File: src/core/mil_pkg.sv
// Constants and types of the interrupt logic
//
// Functional notes
// Any reset leaves every interrupt disabled.
// Vector only with global and source enable.
// Group enable also needed for peripheral sources.
// Nine flag registers hold the source flags.
// Accept: flush prefetch, clear global, push PC.
// Save context to shadow, then load vector.
// Global clear: flags still set, no vectoring.
// Service routine clears handled flags first.
// Return pops PC, restores context, sets global.
// Flags set whatever any enable says.
// Pending request served once global set again.
// Requests sampled in first quarter-cycle only.
// Pin-to-vector latency three to five cycles.
// Pin flag set Q4-Q1, checked each Q1; code sets it in any phase.
// Software polls flags to find the source.
// Shadow keeps context except timeout/power-down bits.
// First enable register needs no group enable.
// Edge select picks rising or falling pin edge.
// Flags stay latched until software clears them.
`default_nettype none
package mil_pkg;
	// ****************************************
	// Sizes
	// ****************************************
	localparam int NUM_FLAG_REGS = 9;
	localparam int REG_W = 8;
	localparam int FLAG_W = NUM_FLAG_REGS * REG_W;
	localparam int PC_W = 15;
	localparam int CTX_W = 61;
	localparam int IDX_W = 12;
	localparam int STAT_W = 3;
	// ****************************************
	// Register indices, byte address is four times
	// ****************************************
	localparam logic [IDX_W-1:0] IDX_INTCTL = 12'h00b;
	localparam logic [IDX_W-1:0] IDX_FLAG0 = 12'h70c;
	localparam logic [IDX_W-1:0] IDX_EN0 = 12'h716;
	localparam logic [IDX_W-1:0] IDX_STAT = 12'h720;
	localparam logic [IDX_W-1:0] IDX_MASK = 12'h721;
	// ****************************************
	// Fields and reset values
	// ****************************************
	localparam int GIE_BIT = 7;
	localparam int PERIPH_GROUP_IRQ_ENABLE_BIT = 6;
	localparam int EDGE_BIT = 0;
	localparam logic [REG_W-1:0] INTCTL_RST = 8'h01;
	localparam int ST_ACCEPT = 0;
	localparam int ST_RETURN = 1;
	localparam int ST_OVF = 2;
	localparam logic [PC_W-1:0] VECTOR_ADDR = 15'h0004;
	// Context: {pclath7, fsr1, fsr0, bsr6, status8, w8}; timeout and power-down dropped
	localparam logic [CTX_W-1:0] CTX_KEEP = ~((61'h1 << 12) | (61'h1 << 11));
	// ****************************************
	// Timing
	// ****************************************
	localparam int CLK_NS = 50;
	localparam int TCY_NS = 200;
	localparam int Q_PER_TCY = TCY_NS / CLK_NS;
	localparam logic [1:0] Q1_PHASE = 2'h0;
	localparam logic [1:0] Q_LAST = 2'(Q_PER_TCY - 1);
	// ****************************************
	// Types and helpers
	// ****************************************
	typedef enum logic [2:0] {
		MIL_IDLE = 3'b001,
		MIL_FLUSH = 3'b010,
		MIL_VECTOR = 3'b100
	} mil_state_type;
	// Byte address to register index
	function automatic logic [IDX_W-1:0] mil_idx(input logic [15:0] a);
		return a[IDX_W+1:2];
	endfunction
endpackage
`default_nettype wire

File: src/core/mil_flag_if.sv
// Interface between the control logic and the flag bank
`timescale 1ns/1ns
`default_nettype none
interface mil_flag_if;
	import mil_pkg::*;
	logic wr_flag;
	logic wr_en;
	logic [3:0] wr_sel;
	logic [REG_W-1:0] wr_data;
	logic [FLAG_W-1:0] set;
	logic [FLAG_W-1:0] flags;
	logic [FLAG_W-1:0] en;
	modport bank(input wr_flag, input wr_en, input wr_sel, input wr_data, input set,
		output flags, output en);
	modport ctrl(output wr_flag, output wr_en, output wr_sel, output wr_data, output set,
		input flags, input en);
endinterface
`default_nettype wire

File: src/core/mil_flag_bank.sv
// Flag and enable register bank
`timescale 1ns/1ns
`default_nettype none
module mil_flag_bank
	import mil_pkg::*;
(
	input wire logic pclk,
	input wire logic presetn,
	mil_flag_if.bank fi
);
	logic [FLAG_W-1:0] flags_q;
	logic [FLAG_W-1:0] en_q;

	// ****************************************
	// Flags
	// ****************************************
	// sticky flags, set wins
	always_ff @(posedge pclk or negedge presetn) begin
		if (!presetn) begin
			flags_q <= '0;
		end else begin
			for (int i = 0; i < NUM_FLAG_REGS; i++) begin
				flags_q[i*REG_W +: REG_W] <= ((fi.wr_flag && fi.wr_sel == 4'(i)) ?
					fi.wr_data : flags_q[i*REG_W +: REG_W]) | fi.set[i*REG_W +: REG_W];
			end
		end
	end

	// enables cleared by reset
	always_ff @(posedge pclk or negedge presetn) begin
		if (!presetn) begin
			en_q <= '0;
		end else begin
			for (int i = 0; i < NUM_FLAG_REGS; i++) begin
				if (fi.wr_en && fi.wr_sel == 4'(i)) begin
					en_q[i*REG_W +: REG_W] <= fi.wr_data;
				end
			end
		end
	end

	assign fi.flags = flags_q;
	assign fi.en = en_q;
endmodule
`default_nettype wire

File: src/core/mil_irq_ctrl.sv
// Interrupt control top: APB registers, sampling, vectoring, stack, shadow
`timescale 1ns/1ns
`default_nettype none
module mil_irq_ctrl
	import mil_pkg::*;
#(
	parameter int STACK_DEPTH = 16
)(
	input wire logic pclk,
	input wire logic presetn,
	input wire logic psel,
	input wire logic penable,
	input wire logic pwrite,
	input wire logic [15:0] paddr,
	input wire logic [31:0] pwdata,
	output logic [31:0] prdata,
	output logic pready,
	output logic pslverr,
	input wire logic [FLAG_W-1:0] periph_evt,
	input wire logic ext_pin,
	input wire logic [PC_W-1:0] core_pc,
	input wire logic [CTX_W-1:0] core_ctx,
	input wire logic core_return_from_isr_instr,
	output logic q1_tick,
	output logic flush_prefetch,
	output logic pc_load,
	output logic [PC_W-1:0] pc_value,
	output logic ctx_restore,
	output logic [CTX_W-1:0] ctx_value,
	output logic irq
);
	localparam int SP_W = $clog2(STACK_DEPTH + 1);
	localparam int STK_AW = $clog2(STACK_DEPTH);

	mil_flag_if fi();

	logic pready_q, pslverr_q;
	logic [31:0] prdata_q;
	logic gie_q, periph_group_irq_enable_q, edge_q;
	logic [1:0] q_q;
	logic q1_tick_q;
	logic pin_prev_q, pin_seen_q;
	logic return_from_isr_instr_pend_q;
	mil_state_type state_q;
	logic [PC_W-1:0] stk_q [STACK_DEPTH];
	logic [SP_W-1:0] sp_q;
	logic [CTX_W-1:0] shadow_q;
	logic flush_q;
	logic pc_load_q;
	logic [PC_W-1:0] pc_value_q;
	logic ctx_restore_q;
	logic [CTX_W-1:0] ctx_value_q;
	logic [STAT_W-1:0] stat_q, mask_q;
	logic irq_q;

	logic [IDX_W-1:0] idx;
	logic access, done, wr, rd;
	logic hit_ctl, hit_flag, hit_en, hit_stat, hit_mask, hit_any;
	logic [IDX_W-1:0] sel_full;
	logic [REG_W-1:0] rdata;
	logic q1, ext_edge, pend0, pendp, pend_any;
	logic accept, do_return, do_push, ovf;
	logic [STAT_W-1:0] stat_set;

	// ****************************************
	// APB decode
	// ****************************************
	// Address decode and handshake terms
	assign idx = mil_idx(paddr);
	assign access = psel & penable;
	assign done = access & pready_q;
	assign wr = done & pwrite;
	assign rd = done & ~pwrite;
	assign hit_ctl = (idx == IDX_INTCTL);
	assign hit_flag = (idx >= IDX_FLAG0) && (idx < IDX_FLAG0 + 12'(NUM_FLAG_REGS));
	assign hit_en = (idx >= IDX_EN0) && (idx < IDX_EN0 + 12'(NUM_FLAG_REGS));
	assign hit_stat = (idx == IDX_STAT);
	assign hit_mask = (idx == IDX_MASK);
	assign hit_any = hit_ctl | hit_flag | hit_en | hit_stat | hit_mask;
	assign sel_full = hit_flag ? (idx - IDX_FLAG0) : (idx - IDX_EN0);

	// Read data mux
	always_comb begin
		rdata = '0;
		if (hit_ctl) begin
			rdata[GIE_BIT] = gie_q;
			rdata[PERIPH_GROUP_IRQ_ENABLE_BIT] = periph_group_irq_enable_q;
			rdata[EDGE_BIT] = edge_q;
		end else if (hit_flag) begin
			rdata = fi.flags[sel_full[3:0]*REG_W +: REG_W];
		end else if (hit_en) begin
			rdata = fi.en[sel_full[3:0]*REG_W +: REG_W];
		end else if (hit_stat) begin
			rdata[STAT_W-1:0] = stat_q;
		end else if (hit_mask) begin
			rdata[STAT_W-1:0] = mask_q;
		end
	end

	// One wait state, answer registered
	always_ff @(posedge pclk or negedge presetn) begin
		if (!presetn) begin
			pready_q <= 1'b0;
			pslverr_q <= 1'b0;
			prdata_q <= '0;
		end else begin
			pready_q <= access & ~pready_q;
			pslverr_q <= access & ~pready_q & ~hit_any;
			prdata_q <= (access & ~pready_q) ? {24'h000000, rdata} : 32'h00000000;
		end
	end

	// Flag bank connection
	assign fi.wr_flag = wr & hit_flag;
	assign fi.wr_en = wr & hit_en;
	assign fi.wr_sel = sel_full[3:0];
	assign fi.wr_data = pwdata[REG_W-1:0];
	assign fi.set = periph_evt | {{(FLAG_W-1){1'b0}}, ext_edge};

	mil_flag_bank u_bank (
		.pclk(pclk),
		.presetn(presetn),
		.fi(fi)
	);

	// ****************************************
	// Control register
	// ****************************************
	// global enable, hardware after software
	always_ff @(posedge pclk or negedge presetn) begin
		if (!presetn) begin
			gie_q <= INTCTL_RST[GIE_BIT];
			periph_group_irq_enable_q <= INTCTL_RST[PERIPH_GROUP_IRQ_ENABLE_BIT];
			edge_q <= INTCTL_RST[EDGE_BIT];
		end else begin
			if (wr && hit_ctl) begin
				gie_q <= pwdata[GIE_BIT];
				periph_group_irq_enable_q <= pwdata[PERIPH_GROUP_IRQ_ENABLE_BIT];
				edge_q <= pwdata[EDGE_BIT];
			end
			if (accept) begin
				gie_q <= 1'b0;
			end
			if (do_return) begin
				gie_q <= 1'b1;
			end
		end
	end

	// ****************************************
	// Instruction cycle phases
	// ****************************************
	// quarter-cycle counter
	always_ff @(posedge pclk or negedge presetn) begin
		if (!presetn) begin
			q_q <= Q1_PHASE;
			q1_tick_q <= 1'b0;
		end else begin
			q_q <= (q_q == Q_LAST) ? Q1_PHASE : 2'(q_q + 2'h1);
			q1_tick_q <= (q_q == Q_LAST);
		end
	end
	assign q1 = (q_q == Q1_PHASE);

	// ****************************************
	// External pin
	// ****************************************
	// edge select, flag set any phase
	always_ff @(posedge pclk or negedge presetn) begin
		if (!presetn) begin
			pin_prev_q <= 1'b0;
			pin_seen_q <= 1'b0;
		end else begin
			pin_prev_q <= ext_pin;
			pin_seen_q <= 1'b1; // No edge before first sample
		end
	end
	assign ext_edge = pin_seen_q & (edge_q ? (ext_pin & ~pin_prev_q) : (~ext_pin & pin_prev_q));

	// ****************************************
	// Pending and acceptance
	// ****************************************
	// first register skips group enable
	assign pend0 = |(fi.flags[REG_W-1:0] & fi.en[REG_W-1:0]);
	// other registers need group enable
	assign pendp = periph_group_irq_enable_q & |(fi.flags[FLAG_W-1:REG_W] & fi.en[FLAG_W-1:REG_W]);
	assign pend_any = pend0 | pendp;

	// Return request held until a Q1 in the idle state
	always_ff @(posedge pclk or negedge presetn) begin
		if (!presetn) begin
			return_from_isr_instr_pend_q <= 1'b0;
		end else begin
			return_from_isr_instr_pend_q <= core_return_from_isr_instr | (return_from_isr_instr_pend_q & ~do_return);
		end
	end

	// accept only at Q1 with global
	assign accept = q1 & (state_q == MIL_IDLE) & ~return_from_isr_instr_pend_q & gie_q & pend_any;
	assign do_return = q1 & (state_q == MIL_IDLE) & return_from_isr_instr_pend_q;
	assign do_push = q1 & (state_q == MIL_FLUSH);
	assign ovf = do_push & (sp_q == SP_W'(STACK_DEPTH));

	// flush cycle, push, then vector
	always_ff @(posedge pclk or negedge presetn) begin
		if (!presetn) begin
			state_q <= MIL_IDLE;
		end else begin
			case (state_q)
				MIL_IDLE: begin
					if (accept) begin
						state_q <= MIL_FLUSH;
					end
				end
				MIL_FLUSH: begin
					if (q1) begin
						state_q <= MIL_VECTOR;
					end
				end
				MIL_VECTOR: begin
					if (q1) begin
						state_q <= MIL_IDLE;
					end
				end
				default: begin
					state_q <= MIL_IDLE;
				end
			endcase
		end
	end

	// ****************************************
	// Stack and shadow
	// ****************************************
	// push on entry, pop on return
	always_ff @(posedge pclk or negedge presetn) begin
		if (!presetn) begin
			sp_q <= '0;
		end else if (do_push && !ovf) begin
			sp_q <= SP_W'(sp_q + 1'b1);
		end else if (do_return && sp_q != '0) begin
			sp_q <= SP_W'(sp_q - 1'b1);
		end
	end

	// Stack storage
	always_ff @(posedge pclk) begin
		if (do_push && !ovf) begin
			stk_q[sp_q[STK_AW-1:0]] <= core_pc;
		end
	end

	// shadow copy on entry
	always_ff @(posedge pclk or negedge presetn) begin
		if (!presetn) begin
			shadow_q <= '0;
		end else if (do_push) begin
			shadow_q <= core_ctx & CTX_KEEP;
		end
	end

	// ****************************************
	// Core outputs
	// ****************************************
	// registered redirections
	always_ff @(posedge pclk or negedge presetn) begin
		if (!presetn) begin
			flush_q <= 1'b0;
			pc_load_q <= 1'b0;
			pc_value_q <= '0;
			ctx_restore_q <= 1'b0;
			ctx_value_q <= '0;
		end else begin
			flush_q <= accept;
			pc_load_q <= (q1 & (state_q == MIL_VECTOR)) | do_return;
			ctx_restore_q <= do_return;
			if (do_return) begin
				pc_value_q <= (sp_q != '0) ? stk_q[STK_AW'(sp_q - 1'b1)] : '0;
				ctx_value_q <= shadow_q;
			end else if (q1 && state_q == MIL_VECTOR) begin
				pc_value_q <= VECTOR_ADDR;
			end
		end
	end

	// ****************************************
	// Status, mask, interrupt line
	// ****************************************
	assign stat_set = {ovf, do_return, accept};

	// Sticky status, read clears, set wins
	always_ff @(posedge pclk or negedge presetn) begin
		if (!presetn) begin
			stat_q <= '0;
			mask_q <= '0;
			irq_q <= 1'b0;
		end else begin
			stat_q <= ((rd && hit_stat) ? '0 : stat_q) | stat_set;
			if (wr && hit_mask) begin
				mask_q <= pwdata[STAT_W-1:0];
			end
			irq_q <= |(stat_q & mask_q);
		end
	end

	assign prdata = prdata_q;
	assign pready = pready_q;
	assign pslverr = pslverr_q;
	assign q1_tick = q1_tick_q;
	assign flush_prefetch = flush_q;
	assign pc_load = pc_load_q;
	assign pc_value = pc_value_q;
	assign ctx_restore = ctx_restore_q;
	assign ctx_value = ctx_value_q;
	assign irq = irq_q;
endmodule
`default_nettype wire

File: config.mk
export PLATFORM = sky130hd
export DESIGN_NAME = mil_irq_ctrl
export DESIGN_NICKNAME = d
export VERILOG_FILES = /design/src/core/mil_pkg.sv /design/src/core/mil_flag_if.sv /design/src/core/mil_flag_bank.sv /design/src/core/mil_irq_ctrl.sv
export SDC_FILE = /design/constraint.sdc
export NUM_CORES = 1
export LEC_CHECK = 0
export ABC_AREA = 1
export CAP_MARGIN = 15
export CORE_AREA = 2 2 215 217
export DETAILED_ROUTE_END_ITERATION = 7
export DIE_AREA = 0 0 217 219
export DONT_BUFFER_PORTS = 1
export PLACE_DENSITY_LB_ADDON = 0.12
export RECOVER_POWER = 100
export SLEW_MARGIN = 10
export SYNTH_ARGS = -nofsm -noshare
export SYNTH_HDL_FRONTEND = slang
export SYNTH_HIERARCHICAL = 1
export SYNTH_SLANG_ARGS = --single-unit
File: constraint.sdc
create_clock -name pclk -period 7.5 [get_ports pclk]
set_input_delay 0 -clock pclk [delete_from_list [all_inputs] [get_ports pclk]]
set_output_delay 0 -clock pclk [all_outputs]
set_load 0.005 [all_outputs]
; Word level (Yosys, flattened, before mapping)
; Memories as Yosys holds them, arrays and structs flattened.
; Index checks and enable logic that the tools add are counted.
[word_totals]
register_bits = 314
latch_bits = 0
memories = 1
inputBits = 203
rom_bits = 0
ram_bits = 240
[classes]
order_cmp = 4
addsub = 5
bitwise_logic = 49
eq_ne = 19
muxes = 36
n_div = 0
n_shift = 2
n_reduce_logical = 37
multipliers = 0
[mem_list]
columns = name, words, word_bits, rd, rd_clocked_by_memory_dff, wr, line
row1 = stk_q, 16, 15, 1, 0, 1, mil_irq_ctrl.sv:45  ; logic [PC_W-1:0] stk_q [STACK_DEPTH];
[ops]
columns = operator, count
row1 = $shiftx 72x8->8, 2
row2 = $mux 8, 11
row3 = $or 72x1->72, 1
row4 = $or 8x8->8, 9
row5 = $and 64x64->64, 1
row6 = $reduce_or 64->1, 1
row7 = $mux 15, 3
row8 = $logic_and 1x1->1, 26
row9 = $eq 12x11->1 const B, 2
row10 = $ge 12x11->1 const B, 2
row11 = $lt 12x11->1 const B, 2
row12 = $and 1x1->1, 21
row13 = $mux 3, 7
row14 = $mux 5, 4
row15 = $eq 4x3->1 const B, 4
row16 = $eq 12x4->1 const B, 1
row17 = $pmux 3 s3, 1
row18 = $and 8x8->8, 1
row19 = $eq 4x2->1 const B, 2
row20 = $reduce_or 8->1, 1
row21 = $mux 1, 7
row22 = $not 1->1, 7
row23 = $or 1x1->1, 7
row24 = $ne 2x2->1 const B, 3
row25 = 24 further kinds, 26

; Logic depth before layout (Yosys ltp)
; Gate-level depths: netlist of the first run.
[depth]
word_depth = 8
depth_mapped = 17

; By module
; Netlist of the first run, hierarchy kept.
[modules_own_cells]
columns = mod, cells_each, n_inst, seq_area_each_um2, area_per_inst_um2
row1 = mil_irq_ctrl, 1857, 1, 11463.5, 18655.4
row2 = mil_flag_bank, 626, 1, 3603.5, 5987.0

; Worst setup path before layout of the first run
; Ideal clock, no wire load.
[synth_path]
path_kind = flip-flop to flip-flop
start = register sp_q[0]
end = memory stk_q[12][0], enable pin
arrival_time_ns = 2.585
period_less_slack_ns = 2.991
path_buffers = 3
setup_slack_ns = 4.509
stages_incl_launch_ff = 8
path_cell_list = dfrtp_1 > buf_2 > inv_2 > clkbuf_1 > clkbuf_1 > ha_1 > inv_1 > nor3_1
[synth_between]
elab_chain_cells = 6
[synth_lines]
columns = element, line
row1 = "start, declared", mil_irq_ctrl.sv:46  ; logic [SP_W-1:0] sp_q;
row2 = "start signal, assigned", mil_irq_ctrl.sv:240  ; sp_q <= SP_W'(sp_q + 1'b1);
row3 = "start signal, assigned", mil_irq_ctrl.sv:242  ; sp_q <= SP_W'(sp_q - 1'b1);
row4 = $eq 5x5->1, mil_irq_ctrl.sv:202  ; assign ovf = do_push & (sp_q == SP_W'(STACK_DEPTH));
row5 = $and 1x1->1, mil_irq_ctrl.sv:202
row6 = $logic_not 1->1, mil_irq_ctrl.sv:248  ; if (do_push && !ovf) begin
row7 = $logic_and 1x1->1, mil_irq_ctrl.sv:248
row8 = $mux 1, mil_irq_ctrl.sv:248
row9 = $mux 1 (implied by the code), mil_irq_ctrl.sv:249  ; stk_q[sp_q[STK_AW-1:0]] <= core_pc;
row10 = "end, declared", mil_irq_ctrl.sv:45
; Several ways; a longest one is shown, not always the timed one.

; Worst setup path after layout of the first run
[layout_path]
start = input paddr[12]
end = register u_bank.en_q[50] (netlist: u_bank/fi.en[50])
[layout_between]
elab_chain_cells = 5
elab_cells_between_ends = 10
cone_classes = 4 x order compare / 1 x eq/ne / 1 x mux / 1 x bitwise / 3 x reduce/logical
[layout_lines]
columns = element, line
row1 = "start, declared", mil_irq_ctrl.sv:14  ; input wire logic [15:0] paddr,
row2 = $ge 12x11->1 / $lt 12x11->1 (equally long branches), mil_irq_ctrl.sv:75  ; assign hit_flag = (idx >= IDX_FLAG0) && (idx < IDX_FLAG0 + 12'(NUM_FLAG_REGS));
row3 = $logic_and 1x1->1, mil_irq_ctrl.sv:75
row4 = $mux 4, mil_irq_ctrl.sv:80  ; assign sel_full = hit_flag ? (idx - IDX_FLAG0) : (idx - IDX_EN0);
row5 = $eq 4x3->1, mil_flag_bank.sv:35  ; if (fi.wr_en && fi.wr_sel == 4'(i)) begin
row6 = $logic_and 1x1->1 *, mil_flag_bank.sv:35
row7 = "end signal, assigned by index", mil_flag_bank.sv:36  ; en_q[i*REG_W +: REG_W] <= fi.wr_data;
row8 = "end, declared", mil_flag_bank.sv:12  ; logic [FLAG_W-1:0] en_q;
; Mark *: on every way between the ends. The rest lies on a longest branch, timed or not.
; A chain may end at the register's enable or synchronous reset.

==> out/results.tsv, run 1 <==
metric	value	unit
DR WL/cell	22.0	µm
total of max-cap violations	5	
TNS Setup	0	ns
final WL	72700	µm
top cell family by delay on the critical path	buffers and inverters	
vias in the first global route	18740	
Layout Nets	2869	
P&R area growth vs syn	17.9	%
failing checks	capacitance limit, slew limit	
Bufs on Longest Clock Path	3	
minimum clock period	5.98	ns
Synth Register Bits	554	
TritonRoute pass-1 iters	5	
share of layout cells above drive strength 1	6.88	%
ys async rst share	56.7	%
Hold Fails Final Rpt	0	
netlist area before placement	0.0246	mm²
CP Launch Type	input pin	
Cell variety after synth	53	
worst skew pair latency	0.64	ns
fillers	3624	
skew final	0.0274	ns
switching part of the total	21.9	%
Iter 0 DRT Violations	2253	
combinational power share	4.8	%
Flop pwr share	48.7	%
total grt overflow	0	
# IOs	318	
cells along the critical path	dlygate4sd3_1, nand2_1, dlygate4sd3_1, nor2_1, dlygate4sd3_1, nand2_2, nor2_1, nand2_1, o21ai_4, inv_1, inv_1, nand2_1, nor3_1, nand2_1, dlygate4sd3_1, nand2_1, dlygate4sd3_1	
critical path type	input pin to flop	
first-pass GRT wire length	109000	µm
DR vias	19221	
power per cell area	229	mW/mm²
Starting Density	54.7	%
CP peak stage delay	0.75	ns
worst path buffer plus inverter count	7	
LEAKAGE	12.6	nW
fin. max-slew vios	289	
Global Route Usage Sum	30.2	%
FP Rows	78	
largest fanout on the critical path	18	
cts repair resizes	0	
die height	219	µm
Die X	217	µm
Core Region	0.0451	mm²
Critical Path Sink Type	flop	
worst vdd ir	0.000203	V
Routed Antenna Nets	0	
Hold Crit Class	input pin to flop	
Required @ worst endpoint	8.06	ns
Period Utilization, post-route	79.7	%
DRC Markers	0	
Via density	5.81	
CTS Buf Count	58	
CTS Sinks	554	
Slew headroom	-168	%
Crit-path slowest cell	nor3_1	
Post-Layout Cell Count	3310	
Internal	0.00520	W
crit path DAT	6.54	ns
RSZ-0062 raised after global routing	no	
DP Wirelength	43200	µm
placed insts	2980	
Clock transition at path regs	0.06	ns
Worst-Margin Slew	4.03	ns
Yosys warnings	6	
maximum clock frequency	0.167	GHz
clock share of power	46.5	%
die area	0.0475	mm²
Syn Area/Cell	9.92	µm²
sequential fraction of the synthesis area	61.1	%
initial antenna violation count	13	
H-tree Lvls	2	
GPL Wtd Cong	0.877	
PortBufs	0	
EDFF count, synth	240	
largest net degree at the start of global routing	315	
CTS Root Cell	clkbuf_16	
Net Switching	0.00146	W
CTS tree	yes	
Syn Inst Count	2483	
status	finished, violations left	
Final Setup Violations	0	
Synth Flop Type	dfrtp_1	
## cells in the mapped netlist (15+ instances only)
master,number,area share [%]
a21oi_1,185,3.8
a221oi_1,32,1.1
a22oi_1,30,0.91
buf_1,15,0.23
buf_2,25,0.51
buf_4,32,0.97
clkbuf_1,81,1.2
dfrtp_1,312,32
edfxtp_1,240,29
inv_1,141,2.1
mux2_2,45,2.1
nand2_1,673,10
nand3_1,156,3.2
nand3b_1,48,1.5
nand4_1,64,1.6
nor2_1,148,2.3
o21ai_0,79,1.6
o21ai_1,32,0.65
## worst register-to-register path: cells and delay by family, from the launching register on
kind          cells  cell delay, ns
fa+ha+maj         1            0.79
simple gates      4            1.18
flops             1            0.86
buf+inv           3            2.52
## repair_timing
| action | CTS | global route |
|---|---|---|
| hold buffers | 211 | 1 |
| buffers inserted | 0 | 0 |
| endpoints found under the hold margin | 778 | 40 |
## layer usage
layer	vias up	track usage [%]	part of all wire (%)
met5	-	0	0.11
met4	12	14.2	4.8
met3	217	5.61	8.0
met2	882	49.9	48
met1	9323	38.7	39
li1	8787	-	-
## cell usage in the layout, fill, tap and decap left out, types with 5 or more instances in the layout
cell type | netlist | final
nand2_1 | 673 | 677
dfrtp_1 | 312 | 311
edfxtp_1 | 240 | 240
dlygate4sd3_1 | 0 | 211
a21oi_1 | 185 | 185
nand3_1 | 156 | 162
nor2_1 | 148 | 155
inv_1 | 141 | 145
o21ai_0 | 79 | 97
nand4_1 | 64 | 64
clkbuf_16 | 0 | 60
nand3b_1 | 48 | 48
mux2_2 | 45 | 45
a221oi_1 | 32 | 32
a22oi_1 | 30 | 30
clkbuf_1 | 81 | 28
conb_1 | 2 | 27
nor3_1 | 14 | 16
o21ai_1 | 32 | 14
o31ai_1 | 14 | 14
buf_4 | 32 | 14
clkbuf_8 | 0 | 13
ha_1 | 12 | 12
diode_2 | 0 | 8
o22ai_1 | 8 | 8
o211ai_1 | 8 | 8
bufinv_16 | 0 | 8
clkinv_2 | 0 | 8
a22o_1 | 5 | 5
## metrics by stage
stage / total power, W / setup slack [ns] / instance area [µm²] / utilization (%) / hold WS (ns)
3_5_place_dp: 0.00347 / 3.07 / 25000 / 55.4 / -0.285
2_1_floorplan: 0.00344 / 4.51 / 24700 / - / -0.296
6_report: 0.00666 / 1.52 / 29000 / 64.4 / 0.0303
4_1_cts: 0.00670 / 2.93 / 29200 / 64.7 / 0.000361
5_1_grt: 0.00685 / 1.28 / 29000 / 64.4 / 0.0324
3_3_place_gp: 0.00347 / 3.12 / 25000 / 55.4 / -0.289
## layout make-up
class | count | area (µm²) | area share, %
flip-flops and latches | 554 | 15100 | 51.9
well taps | 600 | 751 | 2.58
clock inverters | 25 | 385 | 1.33
repair buffers | 245 | 2340 | 8.06
inverters | 151 | 568 | 1.96
clock buffers | 83 | 1720 | 5.92
multi-input cells | 1644 | 8190 | 28.2
diodes | 8 | 20.0 | 0.0689
## flip-flops by register name, summed over array words and instances, names as in the netlist, 2 cells and up
signal / flops
mask_q: 3
shadow_q: 59
stat_q: 3
pc_value: 15
u_bank/fi.flags: 72
stk_q: 240
u_bank/fi.en: 72
prdata: 8
q_q: 2
state_q: 3
sp_q: 5
ctx_value: 59
## final timing paths
check                               from            endpoint  slack, ns  depth (start not counted)
setup / recovery               paddr[12]    u_bank/fi.en[50]       1.52                         17
hold / removal             periph_evt[4]  u_bank/fi.flags[4]       0.03                          2
setup reg to reg                 sp_q[0]       stk_q[10][13]       1.76                          8
hold reg to reg                   q_q[0]              q_q[0]       0.46                          1
max in group asynchronous        presetn        pc_value[14]       3.91                          5
min in group asynchronous        presetn    u_bank/fi.en[56]       1.33                          3
## power by group through the flow
| stage | logic, W | clock network, W | registers (W) |
|---|---|---|---|
| finish | 0.000322 | 0.00310 | 0.00324 |
| CTS | 0.000322 | 0.00314 | 0.00324 |
| global placement | 0.000168 | 0 | 0.00330 |
| floorplan | 0.000157 | 0 | 0.00329 |
| global route | 0.000350 | 0.00326 | 0.00324 |
| detailed placement | 0.000171 | 0 | 0.00330 |
## logic make-up after synthesis
family | count (synthesis) | share of synthesized area [%]
AND/OR/NAND/NOR | 1148 | 20.8
flip-flops | 554 | 61.1
AO/OA/AOI/OAI | 403 | 9.51
buffers and inverters | 310 | 5.52
multiplexers | 49 | 2.22
adder cells (fa/ha/maj) | 12 | 0.609
XOR/XNOR | 5 | 0.208
other | 2 | 0.0305
Power figures use the tool's default switching activity.
==> run 2, diff against run 1 <==
--- a/config.mk
+++ b/config.mk
@@ -5,11 +5,11 @@
 export SDC_FILE = /design/constraint.sdc
 export NUM_CORES = 1
 export LEC_CHECK = 0
-export ABC_AREA = 1
+export ABC_AREA = 0
 export CAP_MARGIN = 15
-export CORE_AREA = 2 2 215 217
+export CORE_AREA = 2 2 212 214
 export DETAILED_ROUTE_END_ITERATION = 7
-export DIE_AREA = 0 0 217 219
+export DIE_AREA = 0 0 214 216
 export DONT_BUFFER_PORTS = 1
 export PLACE_DENSITY_LB_ADDON = 0.12
 export RECOVER_POWER = 100
==> constraint.sdc (replaced) <==
create_clock -name pclk -period 6.1 [get_ports pclk]
set_input_delay 0 -clock pclk [delete_from_list [all_inputs] [get_ports pclk]]
set_output_delay 0 -clock pclk [all_outputs]
set_load 0.005 [all_outputs]
==> run 2 against run 1 <==
Net effect:
- the flow finishes with violations (hold timing, capacitance limit, slew limit)
- highest routed layer unchanged
- clock skew up 0.0070 ns
- combinational power down 27%
- cell area down 1.9%
- critical path depth down 7
- critical path type is now flop to flop
- flip-flop and latch count unchanged
- synthesized area down 3.1%
- via count down 16%
- sequential power up 20%
- total power up 13%
- register-to-register slack worse by 0.38 ns
==> out/results.tsv, run 2 <==
metric	value	unit	change
area occupied by registers	0.0151	mm²	about the same
DRC Markers	0		unchanged
fin. max-slew vios	154		-47%
Required @ worst endpoint	6.61	ns	-1.45 ns
worst vdd ir	0.000319	V	+57%
maximum clock frequency	0.212	GHz	
critical path type	flop to flop		
Top Usage Layer GRT	met2		
switching part of the total	20.9	%	-1.0 points
CTS Root Cell	clkbuf_16		
worst hold slack	-0.939	ns	-0.969 ns
clock share of power	45.2	%	-1.3 points
most common cell after layout, fill and taps aside	dfrtp_1		
Via density	6.23		+7.2%
DR WL/cell	26.6	µm	+21%
Worst-Margin Slew	2.98	ns	-1.04 ns
Final Setup Violations	0		unchanged
skew final	0.0344	ns	+0.00700 ns
Routed Antenna Nets	0		unchanged
LEAKAGE	11.1	nW	-12%
TritonRoute pass-1 iters	6		+1
Cell variety after synth	83		+57%
Critical Path Sink Type	flop		
Iter 0 DRT Violations	2054		-8.8%
largest net degree at the start of global routing	315		unchanged
GPL Wtd Cong	1.00		+14%
Internal	0.00597	W	+15%
first-pass GRT wire length	104000	µm	-4.8%
crit path DAT	5.24	ns	-1.30 ns
largest family of logic cells by synthesized area	multiplexers		
Die X	214	µm	-1.4%
CTS tree	yes		
Starting Density	54.5	%	-0.18 points
Layout Nets	2153		-25%
Period Utilization, post-route	77.4	%	
CTS Sinks	554		unchanged
TNS Setup	0	ns	unchanged
initial antenna violation count	9		-4
CTS Buf Count	56		-3.4%
P&R area growth vs syn	19.3	%	
DP Wirelength	41400	µm	-4.2%
Net Switching	0.00158	W	+8.3%
combinational power share	3.1	%	-1.7 points
Yosys warnings	6		unchanged
area share of the largest cell type after synthesis	32.7	%	+1.0 points
Synth Register Bits	554		unchanged
total of max-cap violations	4		-1
Syn Inst Count	1701		-31%
GR Util met1	39.7	%	+0.99 points
Syn Area/Cell	14.0	µm²	+41%
mux cell area share after synthesis	15.4	%	+13 points
failing checks	hold timing, capacitance limit, slew limit		
RSZ-0062 raised after global routing	no		
netlist area before placement	0.0239	mm²	-3.1%
EDFF count, synth	240		unchanged
Slew headroom	-98.9	%	+70 points
Hold Fails Final Rpt	322		+322
cell taking the most area after synthesis	dfrtp_1		
largest fanout on the critical path	62		+44
vias in the first global route	16342		-13%
status	finished, violations left		
Clock transition at path regs	0.07	ns	about the same
total grt overflow	0		unchanged
Post-Synth XOR/XNOR Area	0.409	%	+0.20 points
Hold Crit Class	input pin to async pin		
most common cell in the netlist	dfrtp_1		
setup repair bufs after CTS	0		unchanged
final WL	68800	µm	-5.5%
CP Launch Type	flop		
Bufs on Longest Clock Path	3		unchanged
die area	0.0462	mm²	-2.7%
fillers	3201		-12%
Post-Synth Adder-Cell Area	0.629	%	+0.020 points
post-synthesis compound-gate area fraction	6.72	%	-2.8 points
share of layout cells above drive strength 1	16.4	%	+9.5 points
H-tree Lvls	2		unchanged
sequential fraction of the synthesis area	63.1	%	+2.0 points
Multi-input gate area	0.00818	mm²	-0.14%
met3 Usage GRT	6.89	%	+1.3 points
die height	216	µm	-1.4%
M2 GR Usage	47.3	%	-2.6 points
PortBufs	0		unchanged
power per cell area	265	mW/mm²	+16%
worst skew pair latency	0.63	ns	about the same
FP Rows	77		-1.3%
Global Route Usage Sum	29.9	%	-0.25 points
Core Region	0.0438	mm²	-2.8%
most common library cells after synthesis	312 x dfrtp_1, 277 x nand2_1, 240 x edfxtp_1		
Flop pwr share	51.7	%	+3.0 points
ys async rst share	56.7	%	unchanged
# IOs	318		unchanged
minimum clock period	4.72	ns	
cts repair resizes	0		unchanged
DR vias	16068		-16%
Post-Synth Simple-Gate Area	10.8	%	-9.9 points
CTS Hold Bufs	251		+19%
commonest cells after routing, fill and taps aside	312 x dfrtp_1, 278 x nand2_1, 250 x dlygate4sd3_1		
max reg flops	240		unchanged
Synth Flop Type	dfrtp_1		
Area contributors post-synth	dfrtp_1 33%, edfxtp_1 30%, mux4_2 7.6%		
## run 2: per-layer routing
| layer | part of all wire [%] | routed length (µm) | vias up |
|---|---|---|---|
| li1 | - | - | 6785 |
| met1 | 38 | 26400 | 8148 |
| met3 | 9.3 | 6380 | 211 |
| met5 | 0.051 | 35 | - |
| met2 | 48 | 32700 | 918 |
| met4 | 4.8 | 3300 | 6 |
## run 2: final timing paths
| check | depth (start not counted) | from | to | slack (ns) |
|---|---|---|---|---|
| setup / recovery | 10 | q_q[0] | sp_q[1] | 1.38 |
| hold / removal | 0 | presetn | u_bank/fi.flags[48] | -0.94 |
| setup reg to reg | 10 | q_q[0] | sp_q[1] | 1.38 |
| hold reg to reg | 2 | shadow_q[6] | ctx_value[6] | 0.46 |
| max in group asynchronous | 0 | presetn | ctx_value[22] | 6.34 |
| min in group pclk | 2 | paddr[2] | u_bank/fi.en[37] | -0.04 |
## run 2: metrics by stage
| step | cells | utilization [%] | total power [W] | setup slack (ns) | cell area [µm²] |
|---|---|---|---|---|---|
| floorplan | 1726 | - | 0.00409 | 3.03 | 24000 |
| global placement | 2219 | 55.5 | 0.00407 | 2.37 | 24300 |
| detailed placement | 2221 | 55.5 | 0.00407 | 2.35 | 24300 |
| CTS | 2577 | 65.4 | 0.00759 | 2.01 | 28700 |
| global route | 2581 | 65.0 | 0.00776 | 0.878 | 28500 |
| finish | 2581 | 65.0 | 0.00755 | 1.38 | 28500 |
## run 2: power by group through the flow
stage / Clock [W] / Sequential [W] / Combinational (W)
final: 0.00341 / 0.00390 / 0.000235
after global routing: 0.00361 / 0.00390 / 0.000247
after CTS: 0.00346 / 0.00390 / 0.000232
after detailed placement: 0 / 0.00397 / 0.0000961
after global placement: 0 / 0.00397 / 0.0000956
after floorplan: 0 / 0.00397 / 0.000111
## run 2: cell type report
| type | instances | share of cell area (%) |
|---|---|---|
| clock buffer | 81 | 5.39 |
| antenna | 4 | 0.0351 |
| timing repair buffer | 273 | 9.18 |
| sequential | 554 | 52.9 |
| clock inverter | 24 | 0.971 |
| inverter | 17 | 0.224 |
| multi-input combinational | 1036 | 28.7 |
| tap | 592 | 2.60 |
## run 2: logic make-up (layout without fill, tap and decap cells)
logic type,count (synthesis),after routing
compound gates,201,201
xor+xnor,9,9
fa+ha+maj,12,12
buf+inv,136,395
flops,554,554
mux,246,246
other cells,2,31
simple gates,541,541
## run 2: worst max-delay path: stages, from the launching register on
cell and delay, ns:
dfrtp_1 0.38, inv_1 0.06, ha_1 0.26, nor4bb_1 0.19
nand2_2 0.07, clkbuf_1 2.09, inv_2 -0.04, buf_4 0.43
and2_1 0.59, nor2b_1 0.29, o31a_1 0.26
